==> config.mk <==
export PLATFORM = sky130hd
export DESIGN_NAME = mprb_bank
export DESIGN_NICKNAME = d
export VERILOG_FILES = /design/src/core/mprb_pkg.sv /design/src/core/mprb_fifo.sv /design/src/core/mprb_bank.sv
export SDC_FILE = /design/constraint.sdc
export NUM_CORES = 1
export LEC_CHECK = 0
export ABC_AREA = 1
export BUFFER_PORTS_ARGS = -buffer_cell sky130_fd_sc_hd__buf_4
export CAP_MARGIN = 10
export CELL_PAD_IN_SITES_DETAIL_PLACEMENT = 2
export CELL_PAD_IN_SITES_GLOBAL_PLACEMENT = 2
export CORE_MARGIN = 2
export CORE_UTILIZATION = 30
export CTS_CLUSTER_SIZE = 14
export DETAILED_ROUTE_END_ITERATION = 10
export PLACE_DENSITY = 0.72
export SLEW_MARGIN = 25
export SYNTH_ARGS = -nofsm -noshare
export SYNTH_HDL_FRONTEND = slang
export SYNTH_SLANG_ARGS = --single-unit
==> constraint.sdc <==
create_clock -name ref_clk -period 2.85 [get_ports ref_clk]
set_clock_uncertainty 0.2 [all_clocks]
set_input_delay 0.285 -clock ref_clk [delete_from_list [all_inputs] [get_ports ref_clk]]
set_output_delay 0.285 -clock ref_clk [all_outputs]
set_load 0.02 [all_outputs]
==> src/core/mprb_pkg.sv <==
// Package: register map, field layout and types for the modem page register bank
package mprb_pkg;
    localparam int          MPRB_ADDR_W        = 7;
    localparam int          MPRB_DATA_W        = 8;
    localparam int          MPRB_FIFO_DEPTH    = 4;

    // ------------------------------------------------------------
    // Register offsets
    // ------------------------------------------------------------
    localparam logic [6:0]  MPRB_ADDR_FIFO     = 7'h00;
    localparam logic [6:0]  MPRB_ADDR_OPMODE   = 7'h01;
    localparam logic [6:0]  MPRB_ADDR_RSVD_A   = 7'h02;
    localparam logic [6:0]  MPRB_ADDR_RSVD_B   = 7'h03;
    localparam logic [6:0]  MPRB_ADDR_RSVD_C   = 7'h04;
    localparam logic [6:0]  MPRB_ADDR_RSVD_D   = 7'h05;
    localparam logic [6:0]  MPRB_ADDR_FRF_HIGH = 7'h06;
    localparam logic [6:0]  MPRB_ADDR_FRF_MID  = 7'h07;
    localparam logic [6:0]  MPRB_ADDR_FRF_LOW  = 7'h08;
    localparam logic [6:0]  MPRB_SHARED_LO     = 7'h0D;
    localparam logic [6:0]  MPRB_SHARED_HI     = 7'h3F;

    // ------------------------------------------------------------
    // Operating-mode field positions and reset values
    // ------------------------------------------------------------
    localparam int          MPRB_BIT_MODEM     = 7;
    localparam int          MPRB_BIT_SHARED    = 6;
    localparam int          MPRB_BIT_BAND      = 3;
    localparam int          MPRB_MODE_MSB      = 2;
    localparam int          MPRB_MODE_LSB      = 0;
    localparam logic        MPRB_RST_MODEM     = 1'h0;
    localparam logic        MPRB_RST_SHARED    = 1'h0;
    localparam logic        MPRB_RST_BAND      = 1'h1;
    localparam logic [7:0]  MPRB_RST_FIFO      = 8'h00;
    localparam logic [7:0]  MPRB_RST_RSVD_C    = 8'h00;
    localparam logic [7:0]  MPRB_RST_FRF_HIGH  = 8'h6C;
    localparam logic [7:0]  MPRB_RST_FRF_MID   = 8'h80;
    localparam logic [7:0]  MPRB_RST_FRF_LOW   = 8'h00;
    localparam logic [7:0]  MPRB_ZERO          = 8'h00;
    localparam int          MPRB_FRF_SHIFT     = 19;

    typedef enum logic [2:0] {
        MPRB_SLEEP      = 3'h0,
        MPRB_STANDBY    = 3'h1,
        MPRB_TX_SYNTH   = 3'h2,
        MPRB_TRANSMIT   = 3'h3,
        MPRB_RX_SYNTH   = 3'h4,
        MPRB_RX_CONT    = 3'h5,
        MPRB_RX_SINGLE  = 3'h6,
        MPRB_MODE_RSVD  = 3'h7
    } mprb_mode_type;

    // Register port request
    typedef struct packed {
        logic       wr;
        logic       rd;
        logic [6:0] addr;
        logic [7:0] wdata;
    } mprb_req_type;

    // Which external page serves an access above the local registers
    typedef enum logic [2:0] {
        MPRB_PAGE_NATIVE = 3'b001,
        MPRB_PAGE_FSK    = 3'b010,
        MPRB_PAGE_SHARED = 3'b100
    } mprb_page_type;
endpackage : mprb_pkg

==> src/core/mprb_fifo.sv <==
// Small synchronous FIFO with valid/ready on both sides and a flush
`timescale 1ns/1ns
`default_nettype none
module mprb_fifo #(
    parameter int WIDTH = 8,
    parameter int DEPTH = 4
) (
    input  wire logic             clk,
    input  wire logic             rst,
    input  wire logic             flush,
    input  wire logic             in_valid,
    output logic                  in_ready,
    input  wire logic [WIDTH-1:0] in_data,
    output logic                  out_valid,
    input  wire logic             out_ready,
    output logic      [WIDTH-1:0] out_data,
    output logic                  full,
    output logic                  empty
);
    localparam int PW = $clog2(DEPTH);
    logic [WIDTH-1:0] mem [DEPTH];
    logic [PW-1:0]    wptr;
    logic [PW-1:0]    rptr;
    logic [PW:0]      count;
    logic             do_wr;
    logic             do_rd;

    assign full      = (count == (PW+1)'(DEPTH));
    assign empty     = (count == '0);
    assign in_ready  = !full && !flush;
    assign out_valid = !empty && !flush;
    assign out_data  = mem[rptr];
    assign do_wr     = in_valid && in_ready;
    assign do_rd     = out_valid && out_ready;

    always_ff @(posedge clk) begin
        if (do_wr) begin
            mem[wptr] <= in_data;
        end
    end

    always_ff @(posedge clk) begin
        if (rst || flush) begin
            wptr  <= '0;
            rptr  <= '0;
            count <= '0;
        end else begin
            if (do_wr) begin
                wptr <= (wptr == PW'(DEPTH-1)) ? '0 : wptr + 1'b1;
            end
            if (do_rd) begin
                rptr <= (rptr == PW'(DEPTH-1)) ? '0 : rptr + 1'b1;
            end
            count <= count + (PW+1)'(do_wr) - (PW+1)'(do_rd);
        end
    end
endmodule : mprb_fifo
`default_nettype wire

==> src/core/mprb_bank.sv <==
// Modem page register bank: FIFO port, operating mode, carrier frequency
`timescale 1ns/1ns
`default_nettype none
// Overview of operation
// - Native page only in spread mode
// - Shared bit maps FSK page 0x0D-0x3F
// - FIFO port; flushed, blocked in sleep
// - Modem bit changes only in sleep
// - Shared bit writable always, acts in spread; reset 0
// - Band set select, resets to one
// - Three-bit device mode, resets to standby
// - Mode write triggers mode action
// - Address 0x06 holds frequency bits 23:16
// - Reserved 0x02/3/5 zero; 0x04 read-write
// - Carrier equals xtal times word over 2^19
module mprb_bank
    import mprb_pkg::*;
#(
    parameter int FIFO_DEPTH = mprb_pkg::MPRB_FIFO_DEPTH
) (
    input  wire logic                  ref_clk,
    input  wire logic                  rst,
    input  wire mprb_pkg::mprb_req_type req,
    output logic [7:0]                 rdata,
    output logic                       fsk_page_sel,
    output logic                       native_page_sel,
    output logic                       ext_wr,
    output logic                       ext_rd,
    output logic [6:0]                 ext_addr,
    output logic [7:0]                 ext_wdata,
    input  wire logic [7:0]            ext_rdata,
    output logic                       modem_select,
    output logic                       band_set_select,
    output logic [2:0]                 device_mode,
    output logic                       mode_trigger,
    output logic [23:0]                carrier_freq_word,
    output logic                       tx_valid,
    input  wire logic                  tx_ready,
    output logic [7:0]                 tx_data,
    input  wire logic                  rx_valid,
    output logic                       rx_ready,
    input  wire logic [7:0]            rx_data,
    output logic                       fifo_full,
    output logic                       fifo_empty
);
    import mprb_pkg::*;

    // ------------------------------------------------------------
    // Control state
    // ------------------------------------------------------------
    logic          shared_page_select;
    logic [7:0]    reserved_c;
    logic [7:0]    carrier_freq_mid;
    logic [7:0]    carrier_freq_low;
    logic          tx_pop;
    logic          is_sleep;
    logic          in_shared;
    logic          is_local;
    logic          wr_fifo;
    logic          rd_fifo;
    logic          f_in_valid;
    logic [7:0]    f_in_data;
    logic          f_in_ready;
    logic          f_out_valid;
    logic [7:0]    f_out_data;
    logic          f_full;
    logic          f_empty;
    logic [7:0]    next_rdata;
    mprb_page_type page;
    logic          rx_pending;

    assign is_sleep  = (device_mode == MPRB_SLEEP);
    assign in_shared = (req.addr >= MPRB_SHARED_LO) && (req.addr <= MPRB_SHARED_HI);
    assign is_local  = (req.addr <= MPRB_ADDR_FRF_LOW);

    always_comb begin
        if (!modem_select) begin
            page = MPRB_PAGE_FSK;
        end else if (shared_page_select && in_shared) begin
            page = MPRB_PAGE_SHARED;
        end else begin
            page = MPRB_PAGE_NATIVE;
        end
    end

    // ------------------------------------------------------------
    // Operating mode register
    // ------------------------------------------------------------
    // modem bit only in sleep
    always_ff @(posedge ref_clk) begin
        if (rst) begin
            modem_select <= MPRB_RST_MODEM;
        end else if (req.wr && req.addr == MPRB_ADDR_OPMODE && is_sleep) begin
            modem_select <= req.wdata[MPRB_BIT_MODEM];
        end
    end

    always_ff @(posedge ref_clk) begin
        if (rst) begin
            shared_page_select <= MPRB_RST_SHARED;
        end else if (req.wr && req.addr == MPRB_ADDR_OPMODE) begin
            shared_page_select <= req.wdata[MPRB_BIT_SHARED];
        end
    end

    always_ff @(posedge ref_clk) begin
        if (rst) begin
            band_set_select <= MPRB_RST_BAND;
        end else if (req.wr && req.addr == MPRB_ADDR_OPMODE) begin
            band_set_select <= req.wdata[MPRB_BIT_BAND];
        end
    end

    always_ff @(posedge ref_clk) begin
        if (rst) begin
            device_mode <= MPRB_STANDBY;
        end else if (req.wr && req.addr == MPRB_ADDR_OPMODE) begin
            device_mode <= req.wdata[MPRB_MODE_MSB:MPRB_MODE_LSB];
        end
    end

    // trigger pulse on every mode write
    always_ff @(posedge ref_clk) begin
        if (rst) begin
            mode_trigger <= 1'b0;
        end else begin
            mode_trigger <= req.wr && (req.addr == MPRB_ADDR_OPMODE);
        end
    end

    // Page selects follow the request address as well as the modem and shared bits
    always_ff @(posedge ref_clk) begin
        if (rst) begin
            fsk_page_sel    <= !MPRB_RST_MODEM;
            native_page_sel <= MPRB_RST_MODEM;
        end else begin
            fsk_page_sel    <= (page != MPRB_PAGE_NATIVE) && !is_local;
            native_page_sel <= (page == MPRB_PAGE_NATIVE) && !is_local;
        end
    end

    // ------------------------------------------------------------
    // Frequency and reserved registers
    // ------------------------------------------------------------
    // frequency word: high, mid and low bytes
    always_ff @(posedge ref_clk) begin
        if (rst) begin
            carrier_freq_word <= {MPRB_RST_FRF_HIGH, MPRB_RST_FRF_MID, MPRB_RST_FRF_LOW};
        end else if (req.wr && req.addr == MPRB_ADDR_FRF_HIGH) begin
            carrier_freq_word[23:16] <= req.wdata;
        end else if (req.wr && req.addr == MPRB_ADDR_FRF_MID) begin
            carrier_freq_word[15:8] <= req.wdata;
        end else if (req.wr && req.addr == MPRB_ADDR_FRF_LOW) begin
            carrier_freq_word[7:0] <= req.wdata;
        end
    end
    // word feeds synthesiser; f = xtal*word >> MPRB_FRF_SHIFT
    assign carrier_freq_mid = carrier_freq_word[15:8];
    assign carrier_freq_low = carrier_freq_word[7:0];

    always_ff @(posedge ref_clk) begin
        if (rst) begin
            reserved_c <= MPRB_RST_RSVD_C;
        end else if (req.wr && req.addr == MPRB_ADDR_RSVD_C) begin
            reserved_c <= req.wdata;
        end
    end

    // ------------------------------------------------------------
    // FIFO data port
    // ------------------------------------------------------------
    // port dead and FIFO flushed in sleep
    assign wr_fifo    = req.wr && req.addr == MPRB_ADDR_FIFO && !is_sleep;
    assign rd_fifo    = req.rd && req.addr == MPRB_ADDR_FIFO && !is_sleep;
    // Modem words count only while the registered ready is shown;
    // limitation: a push beside a software write, or into a just-filled FIFO, is lost
    assign rx_pending = rx_valid && rx_ready && !wr_fifo;
    // Pop only a word the modem side has actually been shown
    assign tx_pop     = tx_valid && tx_ready;
    assign f_in_valid = wr_fifo || rx_pending;
    assign f_in_data  = wr_fifo ? req.wdata : rx_data;

    mprb_fifo #(
        .WIDTH (MPRB_DATA_W),
        .DEPTH (FIFO_DEPTH)
    ) u_fifo (
        .clk       (ref_clk),
        .rst       (rst),
        .flush     (is_sleep),
        .in_valid  (f_in_valid),
        .in_ready  (f_in_ready),
        .in_data   (f_in_data),
        .out_valid (f_out_valid),
        .out_ready (rd_fifo || tx_pop),
        .out_data  (f_out_data),
        .full      (f_full),
        .empty     (f_empty)
    );

    // A bubble follows each pop, so the modem never sees a stale head twice
    // Limitation: a software read and a modem pop in one cycle both take the head
    always_ff @(posedge ref_clk) begin
        if (rst) begin
            tx_valid   <= 1'b0;
            tx_data    <= MPRB_RST_FIFO;
            rx_ready   <= 1'b0;
            fifo_full  <= 1'b0;
            fifo_empty <= 1'b1;
        end else begin
            tx_valid   <= f_out_valid && !rd_fifo && !tx_pop;
            tx_data    <= f_out_data;
            rx_ready   <= f_in_ready && !is_sleep;
            fifo_full  <= f_full;
            fifo_empty <= f_empty;
        end
    end

    // ------------------------------------------------------------
    // External page forwarding
    // ------------------------------------------------------------
    always_ff @(posedge ref_clk) begin
        if (rst) begin
            ext_wr    <= 1'b0;
            ext_rd    <= 1'b0;
            ext_addr  <= MPRB_ADDR_FIFO;
            ext_wdata <= MPRB_ZERO;
        end else begin
            ext_wr    <= req.wr && !is_local;
            ext_rd    <= req.rd && !is_local;
            ext_addr  <= req.addr;
            ext_wdata <= req.wdata;
        end
    end

    // ------------------------------------------------------------
    // Read data
    // ------------------------------------------------------------
    always_comb begin
        next_rdata = MPRB_ZERO;
        if (req.rd) begin
            unique case (req.addr)
                MPRB_ADDR_FIFO:     next_rdata = rd_fifo && f_out_valid ? f_out_data : MPRB_ZERO;
                MPRB_ADDR_OPMODE:   next_rdata = {modem_select, shared_page_select, 2'h0,
                                                  band_set_select, device_mode};
                MPRB_ADDR_RSVD_C:   next_rdata = reserved_c;
                MPRB_ADDR_FRF_HIGH: next_rdata = carrier_freq_word[23:16];
                MPRB_ADDR_FRF_MID:  next_rdata = carrier_freq_mid;
                MPRB_ADDR_FRF_LOW:  next_rdata = carrier_freq_low;
                default:            next_rdata = MPRB_ZERO;
            endcase
        end
    end

    // Forwarded pages answer on their own path; here they read as zero
    always_ff @(posedge ref_clk) begin
        if (rst) begin
            rdata <= MPRB_ZERO;
        end else begin
            rdata <= next_rdata;
        end
    end
endmodule : mprb_bank
`default_nettype wire

==> run metrics, run 1 <==
Avg Cell Area, Syn=8.84 µm²; Core ar.=0.0159 mm²; synthesized area=0.00490 mm²; CTS sink cnt=119; Least-Margin Pin Slew=0.515 ns; outcome=completed; DP HPWL=12,300 µm; Rel. slew slack=65.3%; vias in the first global route=4,944; vias per inst=4.73; Power Total=4.70 mW; Worst EP arrival=2.78 ns; Final nets=721; share of layout cells above drive strength 1=around 25%; Critical Path Fanout Max=5; worst hold start=req[16]; Placed Area=0.00584 mm²; Yosys top cell by area=dfxtp_1; synth top area cells=dfxtp_1 36%, edfxtp_1 20%, nand3_1 6.9%, nand2_1 6.9%, a21oi_1 4.3%; Vert. Die Dim=132 µm; I/O pins=106; Leakage=between 2 and 3 nW; CTS root buffer=clkbuf_16; # setup viols final=0; Seq cells post-synth=~120; Max Freq=between 300 and 400 MHz; Initial Util=30.7%; Int Pwr=3.45 mW; Met3 Routed Length=roughly 640 µm; wl on met1=7470 µm; Gate power share=14.6%; peak supply drop=438 µV; Sequential Power Share=approximately 40%; Fin Setup TNS=0 ns; Critical Path Start Type=input pin; gpl congestion=between 0.7 and 0.8; global-route wire length before repair=27,600 µm; WP data required=2.95 ns; post-synth cell types=36; Async S/R FF share, synth=0%; worst min path class=input pin to flip-flop; Worst Setup SP=req[11]; detailed-route wire length per cell=19.0 µm; area share of the largest cell type after synthesis=35.6%; critical path class=input pin to flip-flop; crit path capture type=flip-flop; Die Wd=about 130 µm; Max Root-Sink Buffers=2; max-cap viol count=0; post-route insts no fill=between 900 and 1,000; top_reg_cell synth=dfxtp_1; initial antenna violation count=0; antenna-violating nets left=0; Overflow after GRT=0; synth warn=0; commonest cells after routing, fill and taps aside=106 x buf_4, 90 x nand2_1, 87 x dfxtp_1; commonest non-fill, non-tap cell in the layout=buf_4; Syn Inst Count=554; syn nets=599; drt drc=0; Final Cycle Share=94.2%; Clk Latency, worst-skew pair=approximately 0.42 ns; final core utilization=41.3%; post-layout minimum cycle time=2.68 ns; combined area of the multi-input logic cells=around 0.0018 mm²; number of enable flip-flop cells after synthesis=32; Routed Wire Length=17,200 µm; count of input and output buffers=97; maximum number of pins on one net before global-route repair=40; register area=roughly 0.0027 mm²; Psw=1.25 mW; diode count=0; met2 WL=approximately 8800 µm; RSZ-0062 raised after global routing=no; Final Hold Viols=0; std cell rows=46; reg2reg start=device_mode[2]; Setup Buffers After CTS=0; CTS clk-pin slew, worst paths=around 0.060 ns; cts bufs inserted=17; TritonCTS clock tree=yes; fin area=0.00659 mm²; die area=0.0174 mm²; # H-tree levels=4; DP Cell Count=about 860; switching share of power=26.5%; Fillers=between 1,500 and 2,000; Total GRT Usage=about a fifth; power per standard cell area=714 mW/mm²; Clk pwr share=45.0%; DRT iter0 DRCs=192; Via Count=4,277; Seq/Total Area, Yosys=55.2%; uppermost routed layer=met4; Slew Limit Fails=0; drt pass-1 iters=4; Area Growth Syn to Fin=34.5%
per-stage QoR:
stage	hold WS [ns]	setup slack, ns
detailed placement	0.243	0.108
global route	0.0706	0.0280
global placement	0.232	0.199
floorplan	0.202	0.351
CTS	0.0470	0.0851
finish	0.0690	0.165
worst max-delay path: stages:
cell and delay, ns:
dlygate4sd3_1 0.54, buf_4 0.15, inv_2 0.11, nand3_1 0.14, nor2_4 0.18, nand2_4 0.11, a21oi_1 0.15, ha_1 0.15
inv_1 0.04, ha_1 0.18, fa_1 0.38, xor2_1 0.16, o21ai_0 0.15, a21oi_1 0.05
worst paths after layout:
check                           cells past startpoint                    to  slack [ns]
worst max-delay path                               14       u_fifo.count[2]        0.17
worst min register to register                      2         reserved_c[6]        0.25
worst min-delay path                                3  carrier_freq_word[7]        0.07
worst max register to register                     12       u_fifo.count[2]        0.31
flip-flops by register name (all words and copies together), names as in the netlist, 2 cells and up, named ones only:
register           cells
carrier_freq_word     24
u_fifo.count           3
ext_wdata              8
u_fifo.mem            32
device_mode            3
u_fifo.rptr            2
u_fifo.wptr            2
reserved_c             8
ext_addr               7
rdata                  8
tx_data                8
power by group through the flow:
stage / clock, mW / combinational, mW / sequential (mW)
floorplan: 0 / 0.346 / 1.98
global placement: 0 / 0.639 / 1.93
detailed placement: 0 / 0.670 / 1.93
CTS: 2.16 / 0.698 / 1.90
global route: 2.24 / 0.767 / 1.91
finish: 2.12 / 0.684 / 1.90
cell usage after synthesis, types with 7 or more instances:
library cell,n
a21oi_1,42
and2_1,8
dfxtp_1,87
edfxtp_1,32
ha_1,7
inv_1,55
inv_2,8
nand2_1,90
nand3_1,68
nor2_1,55
o211ai_1,7
o21ai_0,36
layout make-up:
type                       count  share of cell area (%)
clock buffer                  24                    7.47
clock inverter                 8                    1.42
inverter                      65                    3.80
multi-input combinational    352                    27.8
sequential                   119                    41.0
tap                          216                    4.10
timing repair buffer         121                    14.4
metal layers:
layer  up-vias  GRT usage, %
met5         -             0
met4         0          7.07
met3        17          4.81
met2        93          36.7
met1      2108          24.7
li1       2059             -
cells by family after synthesis:
| logic type | synth area share (%) |
|---|---|
| and+or+nand+nor | 24.4 |
| AOI/OAI and AO/OA | 10.4 |
| xor gates and xnor gates | 0.179 |
| buffers and inverters | 7.64 |
| DFF | 55.2 |
| adders and majority gates | 2.20 |
timing repair:
item                                    CTS  global route
endpoints found under the setup margin    0             1
hold endpoints to repair                 20             0
hold buffers                             15             0
gates resized for setup                   0             2
Power figures use the tool's default switching activity.
==> run 2: changes to the inputs <==
--- a/config.mk
+++ b/config.mk
@@ -12,6 +12,7 @@
 export CELL_PAD_IN_SITES_GLOBAL_PLACEMENT = 2
 export CORE_MARGIN = 2
 export CORE_UTILIZATION = 30
+export CTS_BUF_LIST = sky130_fd_sc_hd__clkbuf_4 sky130_fd_sc_hd__clkbuf_8 sky130_fd_sc_hd__clkbuf_16
 export CTS_CLUSTER_SIZE = 14
 export DETAILED_ROUTE_END_ITERATION = 10
 export PLACE_DENSITY = 0.72
==> run metrics, run 2 (synthesized netlist as in run 1, its figures left out) <==
Fillers=1,795; Least-Margin Pin Slew=between 0.5 and 0.6 ns; Final nets=721; maximum number of pins on one net before global-route repair=40; Worst path top cell family by delay=buffers and inverters; # setup viols final=0; worst setup margin=approximately 0.18 ns; Overflow after GRT=0; commonest cells after routing, fill and taps aside=106 x buf_4, 90 x nand2_1, 87 x dfxtp_1; Area Growth Syn to Fin=34.7%; # H-tree levels=4; Leakage=2.86 nW; power per standard cell area=718 mW/mm²; Clk Latency, worst-skew pair=0.42 ns; met3 usage=5.07%; CP Depth=14; vias in the first global route=between 4,000 and 5,000; Buf/Inv on CP=4; DRT iter0 DRCs=207; Final Hold Viols=0; CTS sink cnt=119; dpl ws=0.108 ns; M2 GR Usage=between 30% and 40%; die area=between 0.015 and 0.02 mm²; RSZ-0062 raised after global routing=no; Routed Wire Length=17,200 µm; Critical Path Start Type=input pin; register name with the most flops=u_fifo.mem; Die Wd=between 100 and 150 µm; critical path class=input pin to flip-flop; gpl congestion=0.792; commonest non-fill, non-tap cell in the layout=buf_4; DP HPWL=12,300 µm; cts bufs inserted=17; CTS root buffer=clkbuf_16; Slew Limit Fails=0; WP data required=2.95 ns; TritonCTS clock tree=yes; Setup Buffers After CTS=0; Critical Path Fanout Max=5; Vert. Die Dim=132 µm; share of layout cells above drive strength 1=25.5%; drt drc=0; Initial Util=30.7%; initial antenna violation count=0; Fin Setup TNS=0 ns; I/O pins=around 110; Largest regs=u_fifo.mem x32, carrier_freq_word x24; drt pass-1 iters=4; Via Count=about 4,300; post-layout minimum cycle time=2.67 ns; max-cap viol count=0; Total GRT Usage=20.7%; worst hold stages=3; global-route wire length before repair=27,700 µm; worst min path class=input pin to flip-flop; Final Cycle Share=93.8%; detailed-route wire length per cell=19.0 µm; crit path max-delay cell type=dlygate4sd3_1; R2R cell count=12; outcome=completed; Max Root-Sink Buffers=2; diode count=0; peak supply drop=approximately 440 µV; GRT busiest layer=met2; Core ar.=0.0159 mm²; vias per inst=4.77; Max Freq=374 MHz; Worst EP arrival=2.78 ns; crit path capture type=flip-flop; Global Route met1 Usage=24.5%; std cell rows=46; max FFs per register=32; CP cell instances=dlygate4sd3_1 -> buf_4 -> inv_2 -> nand3_1 -> nor2_4 -> nand2_4 -> a21oi_1 -> ha_1 -> inv_1 -> ha_1 -> fa_1 -> xor2_1 -> o21ai_0 -> a21oi_1; antenna-violating nets left=0; Rel. slew slack=65.3%; count of input and output buffers=97; CP max stage delay=between 0.5 and 0.6 ns; CTS clk-pin slew, worst paths=0.06 ns
run 2: cell counts in the layout (fill, tap and decap cells not counted):
Identical to the previous run, type by type.
run 2: worst paths after layout:
check	from	slack, ns	to
setup / recovery	req[11]	0.18	u_fifo.count[2]
setup reg to reg	device_mode[2]	0.31	u_fifo.count[2]
hold / removal	req[16]	0.07	carrier_freq_word[7]
hold reg to reg	reserved_c[5]	0.25	reserved_c[5]
run 2: power breakdown:
| part | switching (mW) | leakage, nW | internal, mW |
|---|---|---|---|
| Sequential | 0.0530 | 1.00 | 1.85 |
| Combinational | 0.454 | 1.56 | 0.234 |
| Clock | 0.750 | 0.301 | 1.40 |
run 2: through the flow:
stage	std cells	area (µm²)	utilization [%]	hold slack (ns)	power (mW)
3_3_place_gp	858	5840	36.6	0.232	2.56
2_1_floorplan	554	4900	-	0.202	2.32
5_1_grt	905	6600	41.4	0.0706	4.95
6_report	905	6600	41.4	0.0655	4.74
4_1_cts	905	6590	41.3	0.0481	4.79
3_5_place_dp	858	5840	36.6	0.243	2.60
run 2: cell type report:
type,instances,area (µm²),area share [%]
inverter,65,250,3.79
clock buffer,24,503,7.62
multi-input combinational,352,1830,27.8
tap,216,270,4.10
clock inverter,8,93.8,1.42
timing repair buffer,121,946,14.3
sequential,119,2700,41.0
run 2: repair_timing:
action                     in CTS  in global routing
setup endpoints to repair       0                  1
hold endpoints to repair       20                  0
hold buffers                   15                  0
gates resized for setup         0                  2
run 2: routing by layer:
metal / wire length [µm] / vias to the layer above
met5: 0 / -
met4: 338 / 0
met3: 673 / 23
met2: 8770 / 101
met1: 7460 / 2124
li1: - / 2065
run 2: tightest hold or removal path: stages:
cell and delay, ns:
buf_4 0.18, nand3_1 0.10, a21oi_1 0.06
